--- src/rtl/art_defines.svh ---
// Constants of the auxiliary reset and trigger command block.
// Assumes a 32-bit classic Wishbone slave with byte addresses.
// What this block does
// Control code zero selects a special command
// Immediate execute raises pon, idling functions
// Immediate execute while pon active drops it
// Chip reset equals external reset, clears sysctl
// Chip reset sets pon, clears serial poll
// Chip reset clears pending end-or-identify bit
// Chip reset clears hidden registers A, B, E
// Chip reset clears poll flag, system request
// Chip reset loads internal counter with eight
// Chip reset clears both pin mode bits
// Functions stay idle until immediate execute arrives
// Finish handshake completes stalled RFD/DAC holdoff
// Trigger command pulses the trigger pin high while mode bit 1 is clear
// Trigger acts as device trigger, flag untouched
// Board software must not rely on trigger
// Decode one cycle after write; pulses last one
`ifndef ART_DEFINES_SVH
`define ART_DEFINES_SVH

`define ART_OFS_AUXCMD 8'h00
`define ART_OFS_CTRL 8'h04
`define ART_OFS_SPOLL 8'h08
`define ART_OFS_STATUS 8'h0c
`define ART_OFS_HIDDEN 8'h10

`define ART_CODE_MSB 7
`define ART_CODE_LSB 5
`define ART_COM_MSB 4
`define ART_CODE_SPECIAL 3'h0
`define ART_CODE_COUNTER 3'h1
`define ART_CODE_AUXA 3'h4
`define ART_CODE_AUXB 3'h5
`define ART_CODE_AUXE 3'h6

`define ART_CMD_PON 5'h00
`define ART_CMD_CHIP_RESET 5'h02
`define ART_CMD_FINISH 5'h03
`define ART_CMD_TRIGGER 5'h04

`define ART_COUNTER_RESET 4'h8

`define ART_CTRL_SYSCTL 0
`define ART_CTRL_REQSYS 1
`define ART_CTRL_PPFLAG 2
`define ART_CTRL_EOI 3
`define ART_CTRL_MODE0 4
`define ART_CTRL_MODE1 5

`define ART_STAT_PON 0
`define ART_STAT_DEVTRG 1
`define ART_STAT_RFD 2
`define ART_STAT_DAC 3
`define ART_STAT_HELD 4

`define ART_HID_A_LSB 0
`define ART_HID_B_LSB 8
`define ART_HID_E_LSB 16
`define ART_HID_CNT_LSB 24

`endif

--- src/rtl/art_pkg.sv ---
// Types of the auxiliary reset and trigger command block.
// Assumes art_defines.svh supplies the numeric constants.
package art_pkg;

  // Power-on message state: off, one-cycle pulse, held by reset
  typedef enum logic [1:0] {
    ART_PON_OFF,
    ART_PON_PULSE,
    ART_PON_HELD
  } art_pon_t;

endpackage

--- src/rtl/art_cmd_decode.sv ---
// Special command decoder for the auxiliary command register.
// Assumes a registered command byte with a one-cycle valid.
`timescale 1ns/100ps
`include "art_defines.svh"

module art_cmd_decode
  import art_pkg::*;
(
  input wire logic [7:0] cmd_byte_i,
  input wire logic cmd_valid_i,
  output logic is_pon_o,
  output logic is_chip_reset_o,
  output logic is_finish_o,
  output logic is_trigger_o,
  output logic load_a_o,
  output logic load_b_o,
  output logic load_e_o,
  output logic load_counter_o
);

  logic [2:0] code;
  logic [4:0] com;
  logic special;

  always_comb
  begin
    code = cmd_byte_i[`ART_CODE_MSB:`ART_CODE_LSB];
    com = cmd_byte_i[`ART_COM_MSB:0];
    special = cmd_valid_i && (code == `ART_CODE_SPECIAL);
    is_pon_o = special && (com == `ART_CMD_PON);
    is_chip_reset_o = special && (com == `ART_CMD_CHIP_RESET);
    is_finish_o = special && (com == `ART_CMD_FINISH);
    is_trigger_o = special && (com == `ART_CMD_TRIGGER);
    load_a_o = cmd_valid_i && (code == `ART_CODE_AUXA);
    load_b_o = cmd_valid_i && (code == `ART_CODE_AUXB);
    load_e_o = cmd_valid_i && (code == `ART_CODE_AUXE);
    load_counter_o = cmd_valid_i && (code == `ART_CODE_COUNTER);
  end

endmodule // art_cmd_decode

--- src/rtl/art_aux_cmd.sv ---
// Auxiliary command block: pon, chip reset, finish handshake, trigger.
// Assumes a classic Wishbone master on clk_i and an asynchronous
// external reset pin; holdoff and line3 inputs come from clk_i logic.
//
// The implementer's own choices: register access over Wishbone and the register addresses.
`timescale 1ns/100ps
`include "art_defines.svh"

module art_aux_cmd
  import art_pkg::*;
#(
  parameter int HID_W = 5
)
(
  input wire logic clk_i,
  input wire logic rst_i,
  input wire logic ce_i,
  input wire logic wb_cyc_i,
  input wire logic wb_stb_i,
  input wire logic wb_we_i,
  input wire logic [7:0] wb_adr_i,
  input wire logic [3:0] wb_sel_i,
  input wire logic [31:0] wb_dat_i,
  output logic [31:0] wb_dat_o,
  output logic wb_ack_o,
  input wire logic ext_reset_i,
  input wire logic rfd_holdoff_i,
  input wire logic dac_holdoff_i,
  input wire logic dev_trigger_rx_i,
  input wire logic transceiver_ctrl_line3_i,
  output logic pon_o,
  output logic system_controller_o,
  output logic request_system_control_o,
  output logic parallel_poll_flag_o,
  output logic eoi_pending_o,
  output logic pin_mode_bit0_o,
  output logic pin_mode_bit1_o,
  output logic [7:0] serial_poll_mode_reg_o,
  output logic [HID_W-1:0] auxiliary_register_a_o,
  output logic [HID_W-1:0] auxiliary_register_b_o,
  output logic [HID_W-1:0] auxiliary_register_e_o,
  output logic [3:0] internal_counter_reg_o,
  output logic finish_handshake_cmd_o,
  output logic trigger_output_pin_o,
  output logic device_trigger_action_o,
  output logic device_trigger_flag_o
);

  // Word decode shared by read and write paths
  function automatic logic art_hit(input logic [7:0] adr, input logic [7:0] ofs);
    art_hit = (adr[7:2] == ofs[7:2]);
  endfunction

  // Bus state
  logic ack;
  logic [31:0] rdata;
  logic next_ack;
  logic [31:0] next_rdata;
  logic wr_go;
  logic wr_aux;
  logic wr_ctrl;
  logic wr_spoll;
  logic wr_status;

  // Command capture
  logic [7:0] cmd_byte;
  logic cmd_valid;
  logic [7:0] next_cmd_byte;
  logic next_cmd_valid;
  logic is_pon;
  logic is_chip_reset;
  logic is_finish;
  logic is_trigger;
  logic load_a;
  logic load_b;
  logic load_e;
  logic load_counter;

  // External reset synchroniser
  logic ext_meta;
  logic ext_sync;

  // Power-on state
  art_pon_t pon_state;
  art_pon_t next_pon_state;
  logic pon;
  logic next_pon;

  // Configuration state
  logic sysctl;
  logic req_sysctl;
  logic ppflag;
  logic eoi;
  logic mode0;
  logic mode1;
  logic [7:0] spoll;
  logic [HID_W-1:0] aux_a;
  logic [HID_W-1:0] aux_b;
  logic [HID_W-1:0] aux_e;
  logic [3:0] counter;
  logic next_sysctl;
  logic next_req_sysctl;
  logic next_ppflag;
  logic next_eoi;
  logic next_mode0;
  logic next_mode1;
  logic [7:0] next_spoll;
  logic [HID_W-1:0] next_aux_a;
  logic [HID_W-1:0] next_aux_b;
  logic [HID_W-1:0] next_aux_e;
  logic [3:0] next_counter;

  // Pulse outputs and trigger flag
  logic finish;
  logic trigger_pulse;
  logic trigger_pin;
  logic trigger_action;
  logic devtrg_flag;
  logic next_finish;
  logic next_trigger_pulse;
  logic next_trigger_pin;
  logic next_trigger_action;
  logic next_devtrg_flag;
  logic reset_event;

  art_cmd_decode u_decode (
    .cmd_byte_i(cmd_byte),
    .cmd_valid_i(cmd_valid),
    .is_pon_o(is_pon),
    .is_chip_reset_o(is_chip_reset),
    .is_finish_o(is_finish),
    .is_trigger_o(is_trigger),
    .load_a_o(load_a),
    .load_b_o(load_b),
    .load_e_o(load_e),
    .load_counter_o(load_counter)
  );

  // Wishbone slave: ack one cycle after the strobe, writes land at the edge that ends the ack cycle
  always_comb
  begin
    next_ack = wb_cyc_i && wb_stb_i && !ack;
    wr_go = wb_cyc_i && wb_stb_i && wb_we_i && ack && wb_sel_i[0];
    wr_aux = wr_go && art_hit(wb_adr_i, `ART_OFS_AUXCMD);
    wr_ctrl = wr_go && art_hit(wb_adr_i, `ART_OFS_CTRL);
    wr_spoll = wr_go && art_hit(wb_adr_i, `ART_OFS_SPOLL);
    wr_status = wr_go && art_hit(wb_adr_i, `ART_OFS_STATUS);
    next_rdata = 32'h0000_0000;
    if (art_hit(wb_adr_i, `ART_OFS_AUXCMD))
    begin
      next_rdata[7:0] = cmd_byte;
    end
    else if (art_hit(wb_adr_i, `ART_OFS_CTRL))
    begin
      next_rdata[`ART_CTRL_SYSCTL] = sysctl;
      next_rdata[`ART_CTRL_REQSYS] = req_sysctl;
      next_rdata[`ART_CTRL_PPFLAG] = ppflag;
      next_rdata[`ART_CTRL_EOI] = eoi;
      next_rdata[`ART_CTRL_MODE0] = mode0;
      next_rdata[`ART_CTRL_MODE1] = mode1;
    end
    else if (art_hit(wb_adr_i, `ART_OFS_SPOLL))
    begin
      next_rdata[7:0] = spoll;
    end
    else if (art_hit(wb_adr_i, `ART_OFS_STATUS))
    begin
      next_rdata[`ART_STAT_PON] = pon;
      next_rdata[`ART_STAT_DEVTRG] = devtrg_flag;
      next_rdata[`ART_STAT_RFD] = rfd_holdoff_i;
      next_rdata[`ART_STAT_DAC] = dac_holdoff_i;
      next_rdata[`ART_STAT_HELD] = (pon_state == ART_PON_HELD);
    end
    else if (art_hit(wb_adr_i, `ART_OFS_HIDDEN))
    begin
      next_rdata[`ART_HID_A_LSB +: HID_W] = aux_a;
      next_rdata[`ART_HID_B_LSB +: HID_W] = aux_b;
      next_rdata[`ART_HID_E_LSB +: HID_W] = aux_e;
      next_rdata[`ART_HID_CNT_LSB +: 4] = counter;
    end
    // Unmapped words answer with zero and ignore writes
  end

  always_ff @(posedge clk_i)
  begin
    if (rst_i)
    begin
      ack <= 1'b0;
      rdata <= 32'h0000_0000;
    end
    else if (ce_i)
    begin
      ack <= next_ack;
      rdata <= next_rdata;
    end
  end

  // Command byte is decoded in the cycle after the write
  always_comb
  begin
    next_cmd_byte = cmd_byte;
    next_cmd_valid = wr_aux;
    if (wr_aux)
    begin
      next_cmd_byte = wb_dat_i[7:0];
    end
  end

  always_ff @(posedge clk_i)
  begin
    if (rst_i)
    begin
      cmd_byte <= 8'h00;
      cmd_valid <= 1'b0;
    end
    else if (ce_i)
    begin
      cmd_byte <= next_cmd_byte;
      cmd_valid <= next_cmd_valid;
    end
  end

  // Pin is asynchronous to clk_i; only the second stage is used
  always_ff @(posedge clk_i)
  begin
    if (rst_i)
    begin
      ext_meta <= 1'b0;
      ext_sync <= 1'b0;
    end
    else if (ce_i)
    begin
      ext_meta <= ext_reset_i;
      ext_sync <= ext_meta;
    end
  end

  // Pon: reset holds it, immediate execute pulses or releases it
  always_comb
  begin
    reset_event = ext_sync || is_chip_reset;
    next_pon_state = pon_state;
    case (pon_state)
      ART_PON_OFF:
      begin
        if (reset_event)
          next_pon_state = ART_PON_HELD;
        else if (is_pon)
          next_pon_state = ART_PON_PULSE;
      end
      ART_PON_PULSE:
      begin
        if (reset_event)
          next_pon_state = ART_PON_HELD;
        else
          next_pon_state = ART_PON_OFF;
      end
      ART_PON_HELD:
      begin
        if (reset_event)
          next_pon_state = ART_PON_HELD;
        else if (is_pon)
          next_pon_state = ART_PON_OFF;
      end
      default:
        next_pon_state = ART_PON_HELD;
    endcase
    next_pon = (next_pon_state != ART_PON_OFF);
  end

  always_ff @(posedge clk_i)
  begin
    if (rst_i)
    begin
      pon_state <= ART_PON_HELD;
      pon <= 1'b1;
    end
    else if (ce_i)
    begin
      pon_state <= next_pon_state;
      pon <= next_pon;
    end
  end

  // Configuration: software writes lose to a reset in the same cycle, except a sysctl write during a pin reset
  always_comb
  begin
    next_sysctl = sysctl;
    next_req_sysctl = req_sysctl;
    next_ppflag = ppflag;
    next_eoi = eoi;
    next_mode0 = mode0;
    next_mode1 = mode1;
    next_spoll = spoll;
    next_aux_a = aux_a;
    next_aux_b = aux_b;
    next_aux_e = aux_e;
    next_counter = counter;
    if (wr_ctrl)
    begin
      next_sysctl = wb_dat_i[`ART_CTRL_SYSCTL];
      next_req_sysctl = wb_dat_i[`ART_CTRL_REQSYS];
      next_ppflag = wb_dat_i[`ART_CTRL_PPFLAG];
      next_eoi = wb_dat_i[`ART_CTRL_EOI];
      next_mode0 = wb_dat_i[`ART_CTRL_MODE0];
      next_mode1 = wb_dat_i[`ART_CTRL_MODE1];
    end
    if (wr_spoll)
      next_spoll = wb_dat_i[7:0];
    if (load_a)
      next_aux_a = cmd_byte[HID_W-1:0];
    if (load_b)
      next_aux_b = cmd_byte[HID_W-1:0];
    if (load_e)
      next_aux_e = cmd_byte[HID_W-1:0];
    if (load_counter)
      next_counter = cmd_byte[3:0];
    if (reset_event)
    begin
      next_spoll = 8'h00;
      next_eoi = 1'b0;
      next_aux_a = '0;
      next_aux_b = '0;
      next_aux_e = '0;
      next_ppflag = 1'b0;
      next_req_sysctl = 1'b0;
      next_counter = `ART_COUNTER_RESET;
      next_mode0 = 1'b0;
      next_mode1 = 1'b0;
    end
    // The pin reset leaves sysctl; of the two resets only the command clears it
    if (is_chip_reset)
      next_sysctl = 1'b0;
  end

  always_ff @(posedge clk_i)
  begin
    if (rst_i)
    begin
      sysctl <= 1'b0;
      req_sysctl <= 1'b0;
      ppflag <= 1'b0;
      eoi <= 1'b0;
      mode0 <= 1'b0;
      mode1 <= 1'b0;
      spoll <= 8'h00;
      aux_a <= '0;
      aux_b <= '0;
      aux_e <= '0;
      counter <= `ART_COUNTER_RESET;
    end
    else if (ce_i)
    begin
      sysctl <= next_sysctl;
      req_sysctl <= next_req_sysctl;
      ppflag <= next_ppflag;
      eoi <= next_eoi;
      mode0 <= next_mode0;
      mode1 <= next_mode1;
      spoll <= next_spoll;
      aux_a <= next_aux_a;
      aux_b <= next_aux_b;
      aux_e <= next_aux_e;
      counter <= next_counter;
    end
  end

  // Pulses and the device trigger flag; a set beats a clear
  always_comb
  begin
    next_finish = is_finish && (rfd_holdoff_i || dac_holdoff_i);
    next_trigger_pulse = is_trigger;
    next_trigger_action = is_trigger;
    // Shared pin: line3 owns it while mode bit 1 is set
    next_trigger_pin = mode1 ? transceiver_ctrl_line3_i : is_trigger;
    next_devtrg_flag = devtrg_flag;
    if (wr_status && wb_dat_i[`ART_STAT_DEVTRG])
      next_devtrg_flag = 1'b0;
    if (dev_trigger_rx_i)
      next_devtrg_flag = 1'b1;
  end

  always_ff @(posedge clk_i)
  begin
    if (rst_i)
    begin
      finish <= 1'b0;
      trigger_pulse <= 1'b0;
      trigger_pin <= 1'b0;
      trigger_action <= 1'b0;
      devtrg_flag <= 1'b0;
    end
    else if (ce_i)
    begin
      finish <= next_finish;
      trigger_pulse <= next_trigger_pulse;
      trigger_pin <= next_trigger_pin;
      trigger_action <= next_trigger_action;
      devtrg_flag <= next_devtrg_flag;
    end
  end

  always_comb
  begin
    wb_ack_o = ack;
    wb_dat_o = rdata;
    pon_o = pon;
    system_controller_o = sysctl;
    request_system_control_o = req_sysctl;
    parallel_poll_flag_o = ppflag;
    eoi_pending_o = eoi;
    pin_mode_bit0_o = mode0;
    pin_mode_bit1_o = mode1;
    serial_poll_mode_reg_o = spoll;
    auxiliary_register_a_o = aux_a;
    auxiliary_register_b_o = aux_b;
    auxiliary_register_e_o = aux_e;
    internal_counter_reg_o = counter;
    finish_handshake_cmd_o = finish;
    trigger_output_pin_o = trigger_pin;
    device_trigger_action_o = trigger_action;
    device_trigger_flag_o = devtrg_flag;
  end
endmodule // art_aux_cmd

--- config.mk ---
export PLATFORM = sky130hd
export DESIGN_NAME = art_aux_cmd
export DESIGN_NICKNAME = d
export VERILOG_FILES = /design/src/rtl/art_pkg.sv /design/src/rtl/art_cmd_decode.sv /design/src/rtl/art_aux_cmd.sv
export VERILOG_INCLUDE_DIRS = /design/src /design/src/rtl
export SDC_FILE = /design/constraint.sdc
export NUM_CORES = 1
export LEC_CHECK = 0
export ABC_AREA = 0
export BUFFER_PORTS_ARGS = -buffer_cell sky130_fd_sc_hd__buf_2
export CORE_ASPECT_RATIO = 0.9
export CORE_MARGIN = 2
export CORE_UTILIZATION = 46
export DETAILED_ROUTE_END_ITERATION = 6
export GPL_ROUTABILITY_DRIVEN = 0
export HOLD_SLACK_MARGIN = 0.12
export PLACE_DENSITY = 0.88
export SETUP_SLACK_MARGIN = 0.3
export SLEW_MARGIN = 20
export SYNTH_ARGS = -nofsm -noshare
export SYNTH_HDL_FRONTEND = slang
export SYNTH_HIERARCHICAL = 1
export SYNTH_SLANG_ARGS = --single-unit
export TNS_END_PERCENT = 100
--- constraint.sdc ---
create_clock -name clk_i -period 6.64 [get_ports clk_i]
set_input_delay 0 -clock clk_i [delete_from_list [all_inputs] [get_ports clk_i]]
set_output_delay 0 -clock clk_i [all_outputs]
set_load 0.02 [all_outputs]
### Word level (Yosys, flattened, before mapping)

Cells that the tools add are included.

| cells by class | value |
|---|---|
| multiplexer cells | 52 |
| reduce and logical (&&, ||, !) cells | 45 |
| equal/unequal tests | 13 |

Operators by type and width:

| kind | number |
|---|---|
| 2-to-1 mux 5 bit | 18 |
| 2-to-1 mux 4 bit | 7 |
| 2-to-1 mux 8 bit | 3 |
| logical AND 1 bit | 20 |
| AND reduction 2 bit | 9 |
| nonzero test 2 bit | 9 |
| 2-to-1 mux 1 bit | 15 |
| equality test 6 x 2 -> 1 bit, second input constant | 2 |
| equality test 5 x 2 -> 1 bit, second input constant | 2 |
| 2-to-1 mux 2 bit | 5 |
| equality test 3 bit, second input constant | 3 |
| 2-to-1 mux 7 bit | 1 |
| equality test 6 x 1 -> 1 bit, second input constant | 1 |
| equality test 6 x 3 -> 1 bit, second input constant | 1 |
| logical NOT 6 bit | 1 |
| 2-to-1 mux 6 bit | 1 |
| one-hot mux 2 bit (3 select lines) | 1 |
| equality test 5 x 3 -> 1 bit, second input constant | 1 |
| logical NOT 5 bit | 1 |
| equality test 3 x 1 -> 1 bit, second input constant | 1 |
| logical NOT 3 bit | 1 |
| 2-to-1 mux 3 bit | 1 |
| equality test 2 x 1 -> 1 bit, second input constant | 1 |
| equality test 2 bit, second input constant | 1 |
| 3 further kinds | 4 |

| word-level totals | value |
|---|---|
| flip-flop bits (word level) | 74 |
| output and inout bits | 71 |
| input bits | 55 |

### Logic depth before layout (Yosys ltp)

| logic depth | value |
|---|---|
| depth after elaboration | 8 |
| mapped depth | 7 |

### Hierarchy

Netlist, hierarchy kept.

By module, submodules not included:

| module | cells an instance | instances | area an instance (um2) | sequential area each (um2) |
|---|---|---|---|---|
| art_aux_cmd | 351 | 1 | 3126.7 | 1481.4 |
| art_cmd_decode | 14 | 1 | 143.9 | 0.0 |

### Worst setup path after synthesis

Ideal clock, no wire load.

| timing path | value |
|---|---|
| kind | register to register |
| from | register cmd_byte[5] |
| to | register spoll[0], in the netlist serial_poll_mode_reg_o[0] |
| stages on the path, launching flop included | 7 |
| setup slack | 4448 ps |
| data required time | 6523 ps |
| path buffers | 1 |
| data arrival time | 2075 ps |
| period minus slack after synthesis | 2192 ps |
| cell sequence | dfxtp_1 or4b_4 nor4b_4 or2_2 clkbuf_1 a221oi_1 a22o_1 |

| on the way | value |
|---|---|
| word-level cells in the longest chain between the ends | 6 |
| elaborated cells on any way between the ends | 7 |
| those cells by class | 1 x mux; 6 x reduce/logical |

RTL lines:

| what | line | source |
|---|---|---|
| start, declared | art_aux_cmd.sv:66 | `logic [7:0] cmd_byte;` |
| start signal, assigned | art_aux_cmd.sv:218 | `cmd_byte <= next_cmd_byte;` |
| logical NOT 3 bit (no source line) * | n/a |  |
| logical AND 1 bit * | art_cmd_decode.sv:29 | `` special = cmd_valid_i && (code == `ART_CODE_SPECIAL); `` |
| logical AND 1 bit * | art_cmd_decode.sv:31 | `` is_chip_reset_o = special && (com == `ART_CMD_CHIP_RESET); `` |
| named net is_chip_reset | art_aux_cmd.sv:71 | `logic is_chip_reset;` |
| logical OR 1 bit * | art_aux_cmd.sv:241 | `reset_event = ext_sync \|\| is_chip_reset;` |
| nonzero test 2 bit (no source line) | n/a |  |
| AND reduction 2 bit (no source line) | n/a |  |
| end signal, assigned | art_aux_cmd.sv:360 | `spoll <= next_spoll;` |
| end, declared | art_aux_cmd.sv:96 | `logic [7:0] spoll;` |

The timed path passes the listed nets; every way through them passes the cells marked *.
A chain may end at the register's enable or synchronous reset.

### Worst setup path after layout

| timing path | value |
|---|---|
| from | register cmd_byte[3] |
| to | register spoll[4], in the netlist serial_poll_mode_reg_o[4] |

| on the way | value |
|---|---|
| word-level cells in the longest chain between the ends | 5 |
| elaborated cells on any way between the ends | 6 |
| those cells by class | 1 x eq/ne; 1 x mux; 4 x reduce/logical |

RTL lines:

| what | line |
|---|---|
| equality test 5 x 2 -> 1 bit (no source line) * | n/a |
| logical AND 1 bit * | art_cmd_decode.sv:31 |
| named net is_chip_reset | art_aux_cmd.sv:71 |
| logical OR 1 bit * | art_aux_cmd.sv:241 |
| nonzero test 2 bit (no source line) | n/a |
| AND reduction 2 bit (no source line) | n/a |

Marked as above.

==> summary.md <==
| Metric | Value |
|---|---|
| Run status | completed |
| Setup repair after global routing missed its margin | false |
| Overall track demand over capacity in global routing | 23.29% |
| Main synth FF type | sky130_fd_sc_hd__dfxtp_1 |
| Start point of the worst hold path | wb_adr_i[6] |
| Global route total overflow | 0 |
| Vias per Instance | 5.829 |
| Antenna violations before repair | 0 |
| Vias post-DR | 3206 |
| Number of endpoints failing setup at the final stage | 0 |
| Transition at the pin with the smallest max-transition slack | 1.069 ns |
| Kind of path behind the tightest hold check | input port to register |
| Synth Instances | 365 |
| Max-slew violation count | 0 |
| Largest net degree at the start of global routing | 71 |
| Kind of start point of the critical path | register |
| Synthesis Warnings | 6 |
| Number of nets still failing antenna checks after routing | 0 |
| Setup slack after layout | 4.074 ns |
| Leading cell types in the layout, fill and taps excluded | sky130_fd_sc_hd__buf_2 (86), sky130_fd_sc_hd__dfxtp_1 (74), sky130_fd_sc_hd__nor2_1 (50) |
| Cts bufs inserted | 9 |
| Worst flop-to-flop path startpoint | cmd_byte[3]$_SDFFE_PP0P_ |
| Maximum clock frequency | 389.8 MHz |
| DP Wirelength | 6.260 mm |
| H-tree depth | 3 |
| Post-Synthesis Cell Area | 3271 µm² |
| Normalized max-slew margin | 28.77% |
| Async SR Flop Fraction | 0% |
| Fill cell instance count of the final layout | 624 |
| Worst reg-to-reg setup slack | 4.07 ns |
| Number of placement rows | 29 |
| Number of placed I/O pins | 126 |
| Commonest non-fill, non-tap cell in the layout | sky130_fd_sc_hd__buf_2 |
| Mean post-synth cell area | 8.961 µm² |
| Part of the Yosys area used for sequential elements | 45.29% |
| Fraction of the cycle the final worst path needs | 38.64% |
| Area taken by multi-input logic gates | 1629 µm² |
| Leakage power total | 1.660 nW |
| TNS Setup | 0 ns |
| Chip Height | 84.00 µm |
| Register-to-Register Path Depth | 5 |
| Clock latency on the worst-skew pair | 0.35 ns |
| Core footprint | 6967 µm² |
| CTS tree | done |
| Pwr/cell area | 211.6 nW/µm² |
| Worst Path Arrival | 2.86 ns |
| Unique masters post-synth | 49 |
| Crit Path Class | register to register |
| Hold depth | 5 |
| Global-route wire length before repair | 14.61 mm |
| Data required time at the worst endpoint | 6.93 ns |
| Largest fanout of any net on the critical path | 8 |
| Port Buffers | 86 |
| Clock net sink count | 74 |
| Number of optimization iterations in the first detailed-route pass | 4 |
| Cell type contributing the most total cell area after synthesis | sky130_fd_sc_hd__dfxtp_1 |
| Post-CTS Setup Inserts | 0 |
| FF+latch count, synth | 74 |
| First DRT Iteration DRCs | 278 |
| DR WL/cell | 16.41 µm |
| Clock transition at the register clock pins on the worst setup and hold paths after CTS | 0.08 ns |
| Overall die width | 92.88 µm |
| Proportion of layout cells with a drive suffix above 1 | 25.60% |
| Top-area cell type share of the netlist area | 45.29% |
| CP Capture Type | register |
| Effective utilization at floorplan | 46.95% |
| MaxCap Viol Count | 0 |
| Endpoint of the most critical register-to-register path | serial_poll_mode_reg_o[4]$_SDFFE_PP0P_ |
| Worst slack at placement | 4.153 ns |
| Diodes inserted | 0 |
| Peak ir drop on the vdd network | 0.1326 mV |
| Vias in the first global route | 2956 |
| Final-report hold violation count | 0 |
| Capture endpoint of the worst hold path | wb_dat_o[2]$_SDFFE_PP0P_ |
| Cell types with the largest area share after synthesis | sky130_fd_sc_hd__dfxtp_1 (45%), sky130_fd_sc_hd__nor2_1 (5.7%), sky130_fd_sc_hd__mux2i_1 (4.9%), sky130_fd_sc_hd__a22oi_1 (4.4%), sky130_fd_sc_hd__nand2_1 (3.4%) |
| Crit path time final | 2.566 ns |
| Wire length reported by the detailed router | 9.023 mm |
| Worst clock skew | 0.008065 ns |
| Area growth from synthesis to final layout | 23.18% |
| Number of buffers on the longest clock path | 2 |
| Number of DRC violations after detailed routing | 0 |
| Number of flops mapped to enable cells by yosys | 0 |
| Area of the die | 7801 µm² |
| Layout Nets | 507 |
| Seq. cell area | 1481 µm² |
| Root buffer cell | sky130_fd_sc_hd__clkbuf_8 |
-- how the worst max path moves through the flow --
stage / start / endpoint / slack [ns] / depth (start not counted)
final: cmd_byte[3]$_SDFFE_PP0P_ / serial_poll_mode_reg_o[4]$_SDFFE_PP0P_ / 4.07 / 5
after global routing: cmd_byte[3]$_SDFFE_PP0P_ / serial_poll_mode_reg_o[0]$_SDFFE_PP0P_ / 3.93 / 5
after CTS: cmd_byte[3]$_SDFFE_PP0P_ / serial_poll_mode_reg_o[4]$_SDFFE_PP0P_ / 4.15 / 5
after detailed placement: cmd_byte[3]$_SDFFE_PP0P_ / serial_poll_mode_reg_o[4]$_SDFFE_PP0P_ / 4.15 / 5
after global placement: cmd_byte[3]$_SDFFE_PP0P_ / serial_poll_mode_reg_o[3]$_SDFFE_PP0P_ / 4.21 / 5
after floorplan: cmd_byte[5]$_SDFFE_PP0P_ / serial_poll_mode_reg_o[0]$_SDFFE_PP0P_ / 4.45 / 6
-- cells by family after synthesis --
group	synth area share (%)
buffers and inverters	5.929
other	0.1147
AO/OA/AOI/OAI	18.98
XOR/XNOR	0.2678
AND/OR/NAND/NOR	24.52
multiplexers	4.897
flip-flops	45.29
-- per-layer routing --
layer / track usage (%) / vias up / share of wire (%)
met4: 7.888 / 0 / 1.4
met2: 36.63 / 173 / 47
met1: 29.90 / 1531 / 43
li1: - / 1485 / -
met5: 0 / - / 0
met3: 7.859 / 17 / 8.7
-- sequential cells by signal, indices dropped and copies added (netlist names), 2 cells and up --
| register | count |
|---|---|
| wb_dat_o | 22 |
| internal_counter_reg_o | 4 |
| auxiliary_register_e_o | 5 |
| auxiliary_register_b_o | 5 |
| cmd_byte | 8 |
| pon_state | 2 |
| serial_poll_mode_reg_o | 8 |
| auxiliary_register_a_o | 5 |
-- per-stage QoR --
| stage | instance area [µm²] | std cells | power (mW) | hold WS, ns | utilization, % |
|---|---|---|---|---|---|
| floorplan | 3304 | 374 | 0.4994 | 0.1257 | - |
| detailed placement | 3695 | 520 | 0.5126 | 0.2356 | 53.04 |
| global placement | 3695 | 520 | 0.5116 | 0.2382 | 53.04 |
| finish | 4029 | 550 | 0.8527 | 0.1410 | 57.83 |
| CTS | 4029 | 550 | 0.8517 | 0.1226 | 57.83 |
| global route | 4029 | 550 | 0.8781 | 0.1643 | 57.83 |
-- area by class of cell --
| type | count | area share, % |
|---|---|---|
| Multi-Input combinational cell | 260 | 40.43 |
| Tap cell | 93 | 2.888 |
| Timing Repair Buffer | 103 | 14.72 |
| Sequential cell | 74 | 36.77 |
| Inverter | 4 | 0.3727 |
| Clock inverter | 7 | 1.739 |
| Clock buffer | 9 | 3.075 |
-- what timing repair did --
| item | CTS | global route |
|---|---|---|
| hold endpoints to repair | 26 | 0 |
| hold buffers | 14 | 0 |
| resized for setup | 0 | 0 |
-- synthesized netlist by cell type (all sizes together) (3+ instances only) --
master and n:
nor4b 3, nand2b 4, a22o 8, nand2 30, nand3b 7, mux2i 16
clkbuf 14, nand3 6, a32oi 12, nor2 50, nor2b 4, buf 22
nand4 8, dfxtp 74, inv 4, a31oi 5, nor3b 8, a21oi 19
o22a 5, a22oi 19, or4b 3, nor3 10, and2 3, o21ai 10
-- report_power, final --
| part | switching, mW | leakage, nW | internal [mW] | total [mW] |
|---|---|---|---|---|
| combinational | 0.0420 | 0.976 | 0.0208 | 0.0628 |
| sequential | 0.00156 | 0.597 | 0.446 | 0.447 |
| clock | 0.171 | 0.0873 | 0.172 | 0.343 |
| total | 0.214 | 1.66 | 0.638 | 0.853 |
-- worst max-delay path, stage by stage, from the launching register on --
cell and delay, ns:
sky130_fd_sc_hd__dfxtp_1 0.57, sky130_fd_sc_hd__nor3_1 0.15, sky130_fd_sc_hd__nor4b_4 0.17, sky130_fd_sc_hd__or2_2 0.40
sky130_fd_sc_hd__a221oi_1 0.94, sky130_fd_sc_hd__a22o_1 0.28
(Power assumes the default switching activity.)
